## src/hw/iefl_pkg.sv

```systemverilog
// Package with the register map, field positions and reset values
package iefl_pkg;
  // Register port width and register offsets
  localparam int ADDR_W = 9;
  localparam logic [8:0] CORE_CTRL_B0 = 9'h00B;
  localparam logic [8:0] CORE_CTRL_B1 = 9'h08B;
  localparam logic [8:0] CORE_CTRL_B2 = 9'h10B;
  localparam logic [8:0] CORE_CTRL_B3 = 9'h18B;
  localparam logic [8:0] PERIPH_FLAGS = 9'h00C;
  localparam logic [8:0] PERIPH_ENABLE = 9'h08C;
  localparam logic [8:0] STATUS_EVENTS = 9'h1F0;
  localparam logic [8:0] STATUS_CLEAR = 9'h1F1;
  localparam logic [8:0] STATUS_ENABLE = 9'h1F2;

  // Core interrupt control register fields
  localparam int GLOBAL_EN_BIT = 7;
  localparam int PERIPH_EN_BIT = 6;
  localparam int T0_EN_BIT = 5;
  localparam int EDGE_EN_BIT = 4;
  localparam int PORT_EN_BIT = 3;
  localparam int T0_FLAG_BIT = 2;
  localparam int EDGE_FLAG_BIT = 1;
  localparam int PORT_FLAG_BIT = 0;

  // Peripheral enable and flag fields, same layout in both registers
  localparam int DISPLAY_BIT = 7;
  localparam int CONVERTER_BIT = 6;
  localparam int SERIAL_BIT = 3;
  localparam int CAPTURE_BIT = 2;
  localparam int PERIOD_BIT = 1;
  localparam int T1_BIT = 0;
  localparam int PERIPH_SRC_N = 6;

  // Status event register fields
  localparam int ST_T0_BIT = 0;
  localparam int ST_EDGE_BIT = 1;
  localparam int ST_PORT_BIT = 2;
  localparam int ST_PERIPH_BIT = 3;
  localparam int ST_REQUEST_BIT = 4;
  localparam int STATUS_N = 5;

  // Reset values
  localparam logic [7:0] CORE_CTRL_RST = 8'h00;
  localparam logic [7:0] PERIPH_ENABLE_RST = 8'h00;
  localparam logic [7:0] PERIPH_FLAGS_RST = 8'h00;
  localparam logic [7:0] STATUS_ENABLE_RST = 8'h00;
endpackage : iefl_pkg

```

## src/hw/iefl_flag_bank.sv

```systemverilog
// Bank of sticky flags: hardware sets, software writes or clears
`timescale 1ns/1ps
module iefl_flag_bank #(
  parameter int WIDTH = 3,
  parameter logic [WIDTH-1:0] RESET_VALUE = '0
) (
  // Clock, reset and enable
  input wire logic core_clk,
  input wire logic resetn,
  input wire logic clkEn,
  // Hardware events, one-cycle pulses
  input wire logic [WIDTH-1:0] hwSet,
  // Software access
  input wire logic [WIDTH-1:0] swClear,
  input wire logic [WIDTH-1:0] swSet,
  // Flag state
  output logic [WIDTH-1:0] flags
);

  logic [WIDTH-1:0] flags_reg;
  logic [WIDTH-1:0] flags_next;

  // A hardware set in the same cycle as a clear wins, so no event is lost
  assign flags_next = (flags_reg & ~swClear) | swSet | hwSet;
  assign flags = flags_reg;

  // Flags only change while the clock enable is high
  always_ff @(posedge core_clk or negedge resetn) begin
    if (!resetn) begin
      flags_reg <= RESET_VALUE;
    end else if (clkEn) begin
      flags_reg <= flags_next;
    end
  end
endmodule : iefl_flag_bank

```

## src/hw/iefl_top.sv

```systemverilog
// Interrupt enable and flag registers with request and status interrupt
//
// Function
// - Core control register readable at four bank addresses
// - Global enable bit 7 gates every request
// - Peripheral enable bit 6 gates peripheral sources
// - Bit 5 enables timer zero overflow
// - Bit 4 enables external edge pin
// - Edge pin flag set by event, software clears
// - Flags set regardless of any enable
// - Peripheral enable register at one address
// - Peripheral bit 7 enables display interrupt
// - Peripheral bit 6 enables converter interrupt
// - Peripheral bits 5 and 4 read zero
// - Peripheral bit 1 enables period match
// - Peripheral bit 0 enables timer one overflow
// - Period match flag sticky until software clears
//
// Local design decision: the plain strobed port.
`timescale 1ns/1ps
module iefl_top #(
  parameter int ADDR_W = iefl_pkg::ADDR_W
) (
  // Clock, reset and clock enable
  input wire logic core_clk,
  input wire logic resetn,
  input wire logic clkEn,
  // Register port
  input wire logic [ADDR_W-1:0] regAddr,
  input wire logic [7:0] regWrData,
  input wire logic regWrite,
  input wire logic regRead,
  output logic [7:0] regRdData,
  // Core event sources, one-cycle pulses
  input wire logic timerZeroOverflow,
  input wire logic edgePinEvent,
  input wire logic portChangeEvent,
  // Peripheral event sources, one-cycle pulses
  input wire logic displayEvent,
  input wire logic converterEvent,
  input wire logic serialPortEvent,
  input wire logic captureCompareEvent,
  input wire logic periodMatchEvent,
  input wire logic timerOneOverflow,
  // Interrupt outputs
  output logic irqRequest,
  output logic statusIrq
);

  localparam int PN = iefl_pkg::PERIPH_SRC_N;
  localparam int SN = iefl_pkg::STATUS_N;

  // Spread six packed peripheral bits onto the register layout
  function automatic logic [7:0] periphLayout(input logic [PN-1:0] v);
    periphLayout = {v[5:4], 2'b00, v[3:0]};
  endfunction : periphLayout

  // Core register: enables in flops here, flags in a flag bank
  logic [4:0] coreEn_reg;
  logic [4:0] coreEn_next;
  logic [2:0] coreFlags;
  logic [PN-1:0] periphEn_reg;
  logic [PN-1:0] periphEn_next;
  logic [PN-1:0] periphFlags;
  logic [SN-1:0] statusEn_reg;
  logic [SN-1:0] statusEn_next;
  logic [SN-1:0] statusFlags;
  logic [7:0] regRdData_reg;
  logic [7:0] regRdData_next;
  logic irqRequest_reg;
  logic irqRequest_next;
  logic statusIrq_reg;
  logic statusIrq_next;

  // Address decode; the core register answers in every bank
  wire coreSel = (regAddr == iefl_pkg::CORE_CTRL_B0) ||
                 (regAddr == iefl_pkg::CORE_CTRL_B1) ||
                 (regAddr == iefl_pkg::CORE_CTRL_B2) ||
                 (regAddr == iefl_pkg::CORE_CTRL_B3);
  wire pieSel = (regAddr == iefl_pkg::PERIPH_ENABLE);
  wire pirSel = (regAddr == iefl_pkg::PERIPH_FLAGS);
  wire stSel = (regAddr == iefl_pkg::STATUS_EVENTS);
  wire stClrSel = (regAddr == iefl_pkg::STATUS_CLEAR);
  wire stEnSel = (regAddr == iefl_pkg::STATUS_ENABLE);

  // Write strobes, frozen with the clock enable
  wire wrAct = clkEn && regWrite;
  wire coreWr = wrAct && coreSel;
  wire pieWr = wrAct && pieSel;
  wire pirWr = wrAct && pirSel;
  wire stClrWr = wrAct && stClrSel;
  wire stEnWr = wrAct && stEnSel;

  // Packed peripheral write data, unimplemented bits dropped
  wire [PN-1:0] periphWrPacked = {regWrData[7:6], regWrData[3:0]};

  // Named enable and flag bits
  wire globalIrqEnable = coreEn_reg[4];
  wire peripheralIrqEnable = coreEn_reg[3];
  wire timerZeroOverflowEnable = coreEn_reg[2];
  wire edgePinIrqEnable = coreEn_reg[1];
  wire portChangeIrqEnable = coreEn_reg[0];
  wire timerZeroOverflowFlag = coreFlags[2];
  wire edgePinIrqFlag = coreFlags[1];
  wire portChangeIrqFlag = coreFlags[0];

  wire [7:0] coreValue = {coreEn_reg, coreFlags};
  wire [7:0] pieValue = periphLayout(periphEn_reg);
  wire [7:0] pirValue = periphLayout(periphFlags);

  // Core flags: written value clears or sets, events set
  wire [2:0] coreHwSet = {timerZeroOverflow, edgePinEvent,
                          portChangeEvent};
  wire [2:0] coreSwClear = coreWr ? ~regWrData[2:0] : 3'h0;
  wire [2:0] coreSwSet = coreWr ? regWrData[2:0] : 3'h0;

  iefl_flag_bank #(
    .WIDTH(3),
    .RESET_VALUE(iefl_pkg::CORE_CTRL_RST[2:0])
  ) coreFlagBank (
    .core_clk(core_clk),
    .resetn(resetn),
    .clkEn(clkEn),
    .hwSet(coreHwSet),
    .swClear(coreSwClear),
    .swSet(coreSwSet),
    .flags(coreFlags)
  );

  // Peripheral flags, packed: display, converter, serial, capture,
  // period match, timer one
  wire [PN-1:0] periphHwSet = {displayEvent, converterEvent,
                               serialPortEvent, captureCompareEvent,
                               periodMatchEvent, timerOneOverflow};
  wire [PN-1:0] periphSwClear = pirWr ? ~periphWrPacked : '0;
  wire [PN-1:0] periphSwSet = pirWr ? periphWrPacked : '0;

  iefl_flag_bank #(
    .WIDTH(PN),
    .RESET_VALUE({iefl_pkg::PERIPH_FLAGS_RST[7:6],
                  iefl_pkg::PERIPH_FLAGS_RST[3:0]})
  ) periphFlagBank (
    .core_clk(core_clk),
    .resetn(resetn),
    .clkEn(clkEn),
    .hwSet(periphHwSet),
    .swClear(periphSwClear),
    .swSet(periphSwSet),
    .flags(periphFlags)
  );

  // Request: enabled core sources, or enabled peripherals behind their gate
  wire [2:0] coreEnVec = {timerZeroOverflowEnable, edgePinIrqEnable,
                          portChangeIrqEnable};
  wire coreHit = |(coreEnVec & coreFlags);
  wire periphHit = |(periphEn_reg & periphFlags);
  assign irqRequest_next = globalIrqEnable &&
                           (coreHit || (peripheralIrqEnable && periphHit));

  // Status events; a request edge also counts so software can see it
  wire requestRise = irqRequest_next && !irqRequest_reg;
  wire [SN-1:0] statusHwSet = {requestRise, |periphHwSet,
                               portChangeEvent, edgePinEvent,
                               timerZeroOverflow};
  wire [SN-1:0] statusSwClear = stClrWr ? regWrData[SN-1:0] : '0;

  iefl_flag_bank #(
    .WIDTH(SN),
    .RESET_VALUE('0)
  ) statusBank (
    .core_clk(core_clk),
    .resetn(resetn),
    .clkEn(clkEn),
    .hwSet(statusHwSet),
    .swClear(statusSwClear),
    .swSet('0),
    .flags(statusFlags)
  );

  assign statusIrq_next = |(statusFlags & statusEn_reg);

  // Enable register next values
  assign coreEn_next = coreWr ? regWrData[7:3] : coreEn_reg;
  assign periphEn_next = pieWr ? periphWrPacked : periphEn_reg;
  assign statusEn_next = stEnWr ? regWrData[SN-1:0] : statusEn_reg;

  // Read mux; unmapped and write-only addresses read zero
  wire [7:0] rdMux = coreSel ? coreValue :
                     pieSel ? pieValue :
                     pirSel ? pirValue :
                     stSel ? {{(8-SN){1'b0}}, statusFlags} :
                     stEnSel ? {{(8-SN){1'b0}}, statusEn_reg} :
                     8'h00;
  // Read data stands only in the cycle after the strobe
  assign regRdData_next = regRead ? rdMux : 8'h00;

  // Enable registers
  always_ff @(posedge core_clk or negedge resetn) begin
    if (!resetn) begin
      coreEn_reg <= iefl_pkg::CORE_CTRL_RST[7:3];
      periphEn_reg <= {iefl_pkg::PERIPH_ENABLE_RST[7:6],
                       iefl_pkg::PERIPH_ENABLE_RST[3:0]};
      statusEn_reg <= iefl_pkg::STATUS_ENABLE_RST[SN-1:0];
    end else if (clkEn) begin
      coreEn_reg <= coreEn_next;
      periphEn_reg <= periphEn_next;
      statusEn_reg <= statusEn_next;
    end
  end

  // Output flops; request lags the flags by one cycle
  always_ff @(posedge core_clk or negedge resetn) begin
    if (!resetn) begin
      regRdData_reg <= 8'h00;
      irqRequest_reg <= 1'b0;
      statusIrq_reg <= 1'b0;
    end else if (clkEn) begin
      regRdData_reg <= regRdData_next;
      irqRequest_reg <= irqRequest_next;
      statusIrq_reg <= statusIrq_next;
    end
  end

  assign regRdData = regRdData_reg;
  assign irqRequest = irqRequest_reg;
  assign statusIrq = statusIrq_reg;
endmodule : iefl_top

```

## config.mk

```make
export PLATFORM = sky130hd
export DESIGN_NAME = iefl_top
export DESIGN_NICKNAME = d
export VERILOG_FILES = /design/src/hw/iefl_pkg.sv /design/src/hw/iefl_flag_bank.sv /design/src/hw/iefl_top.sv
export SDC_FILE = /design/constraint.sdc
export NUM_CORES = 1
export LEC_CHECK = 0
export BUFFER_PORTS_ARGS = -buffer_cell sky130_fd_sc_hd__buf_4
export CAP_MARGIN = 20
export CORE_MARGIN = 2
export CORE_UTILIZATION = 45
export DETAILED_ROUTE_END_ITERATION = 7
export PLACE_DENSITY = 0.65
export SLEW_MARGIN = 20
export SYNTH_ARGS = -nofsm -noshare
export SYNTH_HDL_FRONTEND = slang
export SYNTH_HIERARCHICAL = 1
export SYNTH_SLANG_ARGS = --single-unit
```

## constraint.sdc

```tcl
create_clock -name core_clk -period 1.45 [get_ports core_clk]
set_input_delay 0.2175 -clock core_clk [delete_from_list [all_inputs] [get_ports core_clk]]
set_output_delay 0.2175 -clock core_clk [all_outputs]
set_load 0.1 [all_outputs]
```

-- Word level (Yosys, flattened, before mapping)
Cells that the tools add are included.
- register bits after elaboration: 40
- bits in latches: 0
- memory bits (writable): 0
- ROM bits: 0
- output and inout bits: 10
- logic and storage cells: 66
- memories kept: 0
- add/subtract/negate cells: 0
- $mul: 0
- divide/modulo/power cells: 0
- $lt $le $gt $ge: 0
- equal/unequal tests: 9
- shifts and indexed selects: 0
- mux-type cells: 11
- bitwise gates (word level): 16
- reduce and logical (&&, ||, !) cells: 21
- operators with widths (cell ; count):
    $eq 9x9->1 const B ; 5
    $mux 8 ; 4
    $eq 9x4->1 const B ; 2
    $eq 9x8->1 const B ; 2
    $mux 5 ; 3
    $and 6x6->6 ; 2
    $mux 6 ; 2
    $not 6->6 ; 2
    $or 6x6->6 ; 2
    $reduce_or 6->1 ; 2
    $and 5x5->5 ; 2
    $logic_and 1x1->1 ; 9
    $and 3x3->3 ; 2
    $mux 3 ; 2
    $not 3->3 ; 2
    $or 3x3->3 ; 2
    $reduce_and 2->1 ; 3
    $not 5->5 ; 1
    $or 5x5->5 ; 1
    $reduce_or 5->1 ; 1
    $logic_or 1x1->1 ; 4
    $reduce_or 3->1 ; 1
    $logic_not 1->1 ; 1

-- Longest topological paths before layout
Gate-level depths: netlist of run 1.
- depth in word-level cells: 10
- gate-level depth with buffers: 8

-- Hierarchy
Netlist of run 1, hierarchy kept.
- by module, submodules not included (module ; times used ; cells each ; area an instance (µm²) ; seq. area each (µm²)):
    iefl_top ; 1 ; 156 ; 1615.3 ; 650.6
    iefl_flag_bank (periphFlagBank) ; 1 ; 25 ; 274.0 ; 150.1
    iefl_flag_bank (statusBank) ; 1 ; 21 ; 230.2 ; 125.1
    iefl_flag_bank (coreFlagBank) ; 1 ; 12 ; 131.4 ; 75.1

-- Worst setup path before layout of run 1
OpenSTA, ideal clock, no wires.
- path type: input -> register
- from: input port regAddr[1]
- to: register periphEn_reg[0]
- arrival time: 1.592 ns
- path slack: -0.267 ns
- stages on the path: 6
- path buffers: 2
- path through: buf_6 -> nor4b_4 -> nand2_2 -> or3_1 -> buf_6 -> mux2_4
- word-level cells in the longest chain between the ends: 3
- RTL lines (what ; RTL line ; RTL):
    from (decl) ; iefl_top.sv:29 ; input wire logic [ADDR_W-1:0] regAddr,
    $eq 9x8->1 ; iefl_top.sv:80 ; wire pieSel = (regAddr == iefl_pkg::PERIPH_ENABLE);
    $logic_and 1x1->1 ; iefl_top.sv:89 ; wire pieWr = wrAct && pieSel;
    $reduce_and 2->1 (no source line) ; -- ;
    to (signal assigned) ; iefl_top.sv:201 ; periphEn_reg <= {iefl_pkg::PERIPH_ENABLE_RST[7:6],
    to (signal assigned) ; iefl_top.sv:206 ; periphEn_reg <= periphEn_next;
    to (decl) ; iefl_top.sv:62 ; logic [PN-1:0] periphEn_reg;
No other way between the ends.
A chain may end at the register's enable or synchronous reset.

-- Worst setup path after layout of run 1
- from: register coreEn_reg[2]
- to: register statusBank.flags_reg[4], in the netlist statusBank/flags[4]
- word-level cells in the longest chain between the ends: 6
- RTL lines (what ; RTL line ; RTL):
    from (decl) ; iefl_top.sv:59 ; logic [4:0] coreEn_reg;
    from (signal assigned) ; iefl_top.sv:200 ; coreEn_reg <= iefl_pkg::CORE_CTRL_RST[7:3];
    from (signal assigned) ; iefl_top.sv:205 ; coreEn_reg <= coreEn_next;
    $and 3x3->3 ; iefl_top.sv:155 ; wire coreHit = |(coreEnVec & coreFlags);
    $reduce_or 3->1 ; iefl_top.sv:155 ;
    $logic_or 1x1->1 ; iefl_top.sv:158 ; (coreHit || (peripheralIrqEnable && periphHit));
    $logic_and 1x1->1 ; iefl_top.sv:157 ; assign irqRequest_next = globalIrqEnable &&
    $logic_and 1x1->1 ; iefl_top.sv:161 ; wire requestRise = irqRequest_next && !irqRequest_reg;
    net requestRise ; iefl_top.sv:161 ;
    $or 5x5->5 ; iefl_flag_bank.sv:24 ; assign flags_next = (flags_reg & ~swClear) | swSet | hwSet;
    to (signal assigned) ; iefl_flag_bank.sv:32 ; flags_reg <= flags_next;
    to (decl) ; iefl_flag_bank.sv:20 ; logic [WIDTH-1:0] flags_reg;
The timed path passes the listed nets, and every way through them passes these cells.

==> out/results.ini, run 1 <==
[status]
outcome=completed

[global_routing]
grt_pass1_vias=1821
gr-total-overflow=0
antenna_found_initial=0
grt_start_max_net_pins=41
track_usage_pct=22.34
grt_pass1_wl_um=9197

[floorplan]
rows=25
start_util_pct=47.03
core_mm2=0.004786
io_pins=41
die_x_um=74.73
die_y_um=74.73
die_area_mm2=0.005584

[routing]
dr.pass1.iters=5
avgViaCountPerCell=5.255
remaining_drc_errors=0
drt-initial-drc-count=130
ant_nets=0
wl_per_cell_um=15.76
drt-total-wl_um=5689
via_count=1897

[synth]
synth_area_leader_cell=dfrtp_1
synth.cell_area_mm2=0.002251
synth_compound_area_share_pct=20.18
synthFlopType=dfrtp_1
synth-xor-area-share_pct=0
synthArstFlopShare_pct=100.0
synth_top_area_share_pct=44.47
synth_top_family_by_area=compound AO/OA/AOI/OAI gates
yosys.cell_types.count=37
synth_area_leaders=dfrtp_1 (44%), mux2_2 (8.5%), a21bo_1 (5.3%)
ys_ff_latch=40
ys_warn_count=6
synth-simple-area-share_pct=18.79
synthAdderAreaFrac_pct=0
synth.yosys.seq_area_share_pct=44.47
synth_edf_count=0
syn-instance-count=214
avgSynthCellArea_um2=10.52
synth.area.mux_share_pct=12.51

[placed_design]
gp_congestion=0.9356
portBuffers=40
dp_hpwl_um=4298
place_ws_ns=-0.2962
dp_cells=352
place_area_mm2=0.002855

[sta]
timing.final.crit_share_pct=99.31
fmax_mhz=694.4
maxSlewViolCount=0
whs_ns=0.1479
clock_skew_ns=0.006215
final.setup.tns_ns=0
setup_viol=0
timing_hold_violations_final=0
finalCriticalPeriod_ns=1.440
timing.final.ws_setup_ns=0.009940
rsz0062_at_grt=true
tightest_slew_ns=0.5086
relSlewSlack_pct=66.09

[worst_setup_path]
cp.required_ns=1.62
end_kind=flop
rr_startpoint=coreEn_reg[2]$_DFFE_PN0P_
cp_cell_sequence=a222oi_1 > a21boi_2 > nor3b_1 > o21ai_1 > nand2_1
crit_start=coreEn_reg[2]$_DFFE_PN0P_
critPathTopFamily=compound AO/OA/AOI/OAI gates
timing.critical_path.buf_inv=0
cp.arrival_ns=1.61
crit_path_top_delay_cell=dfrtp_1
startpoint_type=flop
critPathMaxFanout=2
critical_path_class=reg2reg
crit_path_max_incr_delay_ns=0.40

[cells_and_area]
num-nets-final=324
num_antenna_cells=0
largest_reg_flops=8
fillers=415
syn_to_final_growth_pct=32.46
fin_util_pct=62.30
final_common_cell=buf_4
fin_area_mm2=0.002982
layout_common_cells=buf_4 (76), dfrtp_1 (40), nand2_1 (19)
drive_above_1_share_pct=38.78
finalNonFillerCells=361

[cts]
cts.path.max_buffers=2
clockRootBuffer=clkbuf_8
path_clk_slew_ns=0.08
cts_setup_buffers=0
worstSkewPairLatency_ns=0.29
tritoncts=done
clock-sinks=40
numCtsBuffers=5
cts_max_level=2

[power]
p_total_mw=2.344
power.leakage_nw=1.451
p_per_area_mw_per_mm2=786.2
peakVddDrop_mv=0.4074

[hold_path]
min_from=captureCompareEvent
hold_path.class=in2reg

[flow_run]
max_cap_violations=0

[cell usage after synthesis (2+ instances only)]
| master | number |
|---|---|
| nand2_1 | 19 |
| or3_1 | 2 |
| inv_1 | 6 |
| a32o_1 | 4 |
| nor4_1 | 3 |
| a21oi_1 | 4 |
| nor4b_4 | 2 |
| nand4_1 | 2 |
| a21bo_2 | 2 |
| o22ai_1 | 5 |
| nor3_1 | 2 |
| nor2_1 | 16 |
| dfrtp_1 | 40 |
| a32oi_1 | 5 |
| clkbuf_1 | 4 |
| a222oi_1 | 2 |
| mux2_2 | 17 |
| nand3_1 | 3 |
| mux2_4 | 6 |
| buf_6 | 4 |
| o21ai_0 | 14 |
| o31ai_1 | 4 |
| and2_1 | 15 |
| a22oi_1 | 6 |
| nor2b_1 | 4 |
| a21bo_1 | 12 |
[final cells by class]
| class | instances | area (µm²) | area share [%] |
|---|---|---|---|
| Clock buffer | 6 | 72.57 | 2.434 |
| Clock inverter | 2 | 35.03 | 1.175 |
| Inverter | 6 | 22.52 | 0.7554 |
| Multi-Input combinational cell | 163 | 1186 | 39.78 |
| Sequential cell | 40 | 1001 | 33.57 |
| Tap cell | 67 | 83.83 | 2.812 |
| Timing Repair Buffer | 77 | 580.6 | 19.47 |
[path summary, 6_finish.rpt]
path	to	slack [ns]	depth (start not counted)
worst max-delay path	statusBank/flags[4]$_DFFE_PN0P_	0.01	5
worst min-delay path	periphFlagBank/flags[2]$_DFFE_PN0P_	0.15	3
worst max register to register	statusBank/flags[4]$_DFFE_PN0P_	0.01	5
worst min register to register	regRdData[4]$_DFFE_PN0P_	0.53	2
max in group asynchronous	periphFlagBank/flags[0]$_DFFE_PN0P_	0.66	2
min in group asynchronous	periphEn_reg[4]$_DFFE_PN0P_	0.44	2
[timing repair]
action / CTS / global route
setup endpoints to repair: 1 / 7
gates resized for setup: 3 / 1
hold buffers: 1 / 0
endpoints found under the hold margin: 40 / 0
[worst register-to-register path, stage by stage, from the launching register on]
cell and delay (ns):
dfrtp_1 0.40, a222oi_1 0.38, a21boi_2 0.24, nor3b_1 0.07, o21ai_1 0.16, nand2_1 0.08
[where the power goes]
part           total (mW)  switching (mW)  internal, mW
Clock               0.901           0.390         0.511
Sequential           1.14         0.00982          1.13
Combinational       0.304           0.161         0.143
[routing by layer]
metal	vias up	global-route usage, %	routed length (µm)
li1	936	-	-
met1	898	32.20	2822
met2	53	33.53	2498
met3	10	4.819	255
met4	0	7.540	112
met5	-	0	0
[kinds of logic (layout without fill, tap and decap cells)]
kind of cell | after synthesis | after routing
and+or+nand+nor | 75 | 75
muxes | 23 | 23
DFF | 40 | 40
AOI/OAI and AO/OA | 60 | 60
buffers and inverters | 15 | 91
other | 1 | 5
Power figures use the tool's default switching activity.
==> inputs of run 2 (changes only) <==
CORE_UTILIZATION = 55   (was 45)
PLACE_DENSITY = 0.77   (was 0.65)
==> out/results.ini, run 2 (synthesized netlist as in run 1, its figures left out) <==
[cells_and_area]
final_common_cell=buf_4
fin_util_pct=74.89  ; +13 points
num_antenna_cells=0  ; unchanged
syn_to_final_growth_pct=32.13
finalNonFillerCells=345  ; -4.4%
fin_area_mm2=0.002974  ; -0.25%
layout_common_cells=buf_4 (77), dfrtp_1 (40), nand2_1 (19)
largest_reg_flops=8  ; unchanged
num-nets-final=325  ; +0.31%
drive_above_1_share_pct=39.32  ; +0.55 points

[global_routing]
track_usage_pct=27.86  ; +5.5 points
gr-total-overflow=0  ; unchanged
use_met2_pct=45.63  ; +12 points
gr-max-usage-layer=met2
grtUsageMet1_pct=36.45  ; +4.3 points
use_met3_pct=6.908  ; +2.1 points
antenna_found_initial=0  ; unchanged
grt_start_max_net_pins=41  ; unchanged
grt_pass1_vias=1861  ; +2.2%
grt_pass1_wl_um=9273  ; +0.83%

[floorplan]
start_util_pct=56.68  ; +9.6 points
core_mm2=0.003971  ; -17%
die_x_um=67.98  ; -9.0%
rows=23  ; -8.0%
io_pins=41  ; unchanged
die_area_mm2=0.004621  ; -17%
die_y_um=67.98  ; -9.0%

[hold_path]
hold_path.class=in2reg
worst_hold_path.endpoint=statusBank/flags[2]$_DFFE_PN0P_
min_from=portChangeEvent
hold_depth=3  ; unchanged

[routing]
remaining_drc_errors=0  ; unchanged
avgViaCountPerCell=5.704  ; +8.6%
drt-total-wl_um=5854  ; +2.9%
ant_nets=0  ; unchanged
dr.pass1.iters=4  ; -1
drt-initial-drc-count=155  ; +19%
wl_per_cell_um=16.97  ; +7.7%
via_count=1968  ; +3.7%

[sta]
whs_ns=0.1383  ; -0.009557 ns
maxSlewViolCount=0  ; unchanged
finalCriticalPeriod_ns=1.443  ; +0.003414 ns
timing.final.ws_setup_ns=0.006526  ; -0.003414 ns
timing.final.crit_share_pct=99.55  ; +0.24 points
setup_viol=0  ; unchanged
final.setup.tns_ns=0  ; unchanged
timing_hold_violations_final=0  ; unchanged
fmax_mhz=692.8  ; -0.24%
rsz0062_at_grt=true
tightest_slew_ns=0.5054  ; -0.003226 ns
relSlewSlack_pct=66.31  ; +0.21 points
clock_skew_ns=0.008793  ; +0.002578 ns

[cts]
tritoncts=done
clockRootBuffer=clkbuf_8
cts_max_level=2  ; unchanged
path_clk_slew_ns=0.08  ; about the same
numCtsBuffers=5  ; unchanged
clock-sinks=40  ; unchanged
cts.path.max_buffers=2  ; unchanged
worstSkewPairLatency_ns=0.30  ; about the same

[worst_setup_path]
critPathMaxFanout=2  ; unchanged
cp.arrival_ns=1.62  ; about the same
rr_startpoint=coreEn_reg[2]$_DFFE_PN0P_
r2r_end=statusBank/flags[4]$_DFFE_PN0P_
startpoint_type=flop
end_kind=flop
regToRegSetupSlack_ns=0.007  ; about the same
r2r_cells=5  ; unchanged
critical_path_class=reg2reg
cp.required_ns=1.63  ; about the same

[placed_design]
gp_congestion=0.8846  ; -5.5%
place_area_mm2=0.002834  ; -0.74%
dp_hpwl_um=4434  ; +3.2%
place_ws_ns=-0.2853  ; +0.01082 ns
portBuffers=40  ; unchanged
dp_cells=335  ; -4.8%

[power]
p_total_mw=2.350  ; +0.25%
power.leakage_nw=1.458  ; +0.48%
p_per_area_mw_per_mm2=790.1  ; +0.50%
peakVddDrop_mv=0.5780  ; +42%

[flow_run]
max_cap_violations=0  ; unchanged

[status]
outcome=completed

## run 2: cell types whose count changed in the layout (fill, tap and decap cells not counted)
cell	delta
o22ai_1	-1
o22ai_2	+1
buf_4	+1
## run 2: critical path, cell delays in order (launching register included)
cell and delay [ns]:
dfrtp_1 0.40, a222oi_1 0.38, a21boi_2 0.24, nor3b_1 0.06, o21ai_1 0.17, nand2_1 0.07
## run 2: report_power, final
part           leakage (nW)  internal, mW  switching (mW)  total (mW)
logic                 0.920         0.145           0.163       0.308
registers             0.483          1.13          0.0108        1.14
clock network        0.0552         0.511           0.391       0.902
total                  1.46          1.78           0.565        2.35
## run 2: how the worst max path moves through the flow
stage,start,endpoint,slack [ns],cells after the start
after floorplan,regAddr[1],periphEn_reg[0]$_DFFE_PN0P_,-0.20,6
after global placement,regAddr[8],periphEn_reg[0]$_DFFE_PN0P_,-0.26,5
after detailed placement,regAddr[8],periphEn_reg[4]$_DFFE_PN0P_,-0.29,5
after CTS,coreEn_reg[2]$_DFFE_PN0P_,statusBank/flags[4]$_DFFE_PN0P_,-0.03,5
after global routing,coreEn_reg[2]$_DFFE_PN0P_,statusBank/flags[4]$_DFFE_PN0P_,-0.1,5
final,coreEn_reg[2]$_DFFE_PN0P_,statusBank/flags[4]$_DFFE_PN0P_,0.007,5
## run 2: area by class of cell
type / count / area (µm²)
Multi-Input combinational cell: 163 / 1192
Sequential cell: 40 / 1001
Fill cell: 295 / 997.2
Timing Repair Buffer: 78 / 588.1
Clock buffer: 6 / 72.57
Tap cell: 50 / 62.56
Clock inverter: 2 / 35.03
Inverter: 6 / 22.52
## run 2: per-layer routing
| layer | wire, µm | vias up |
|---|---|---|
| met5 | 0 | - |
| met4 | 92 | 0 |
| met3 | 382 | 9 |
| met2 | 2807 | 72 |
| met1 | 2572 | 944 |
| li1 | - | 943 |
## run 2: what timing repair did
item,CTS,global route
setup endpoints to repair,2,8
pin swaps,1,1
hold buffers,1,0
setup buffers,1,1
hold endpoints to repair,40,0
gates resized for setup,3,2
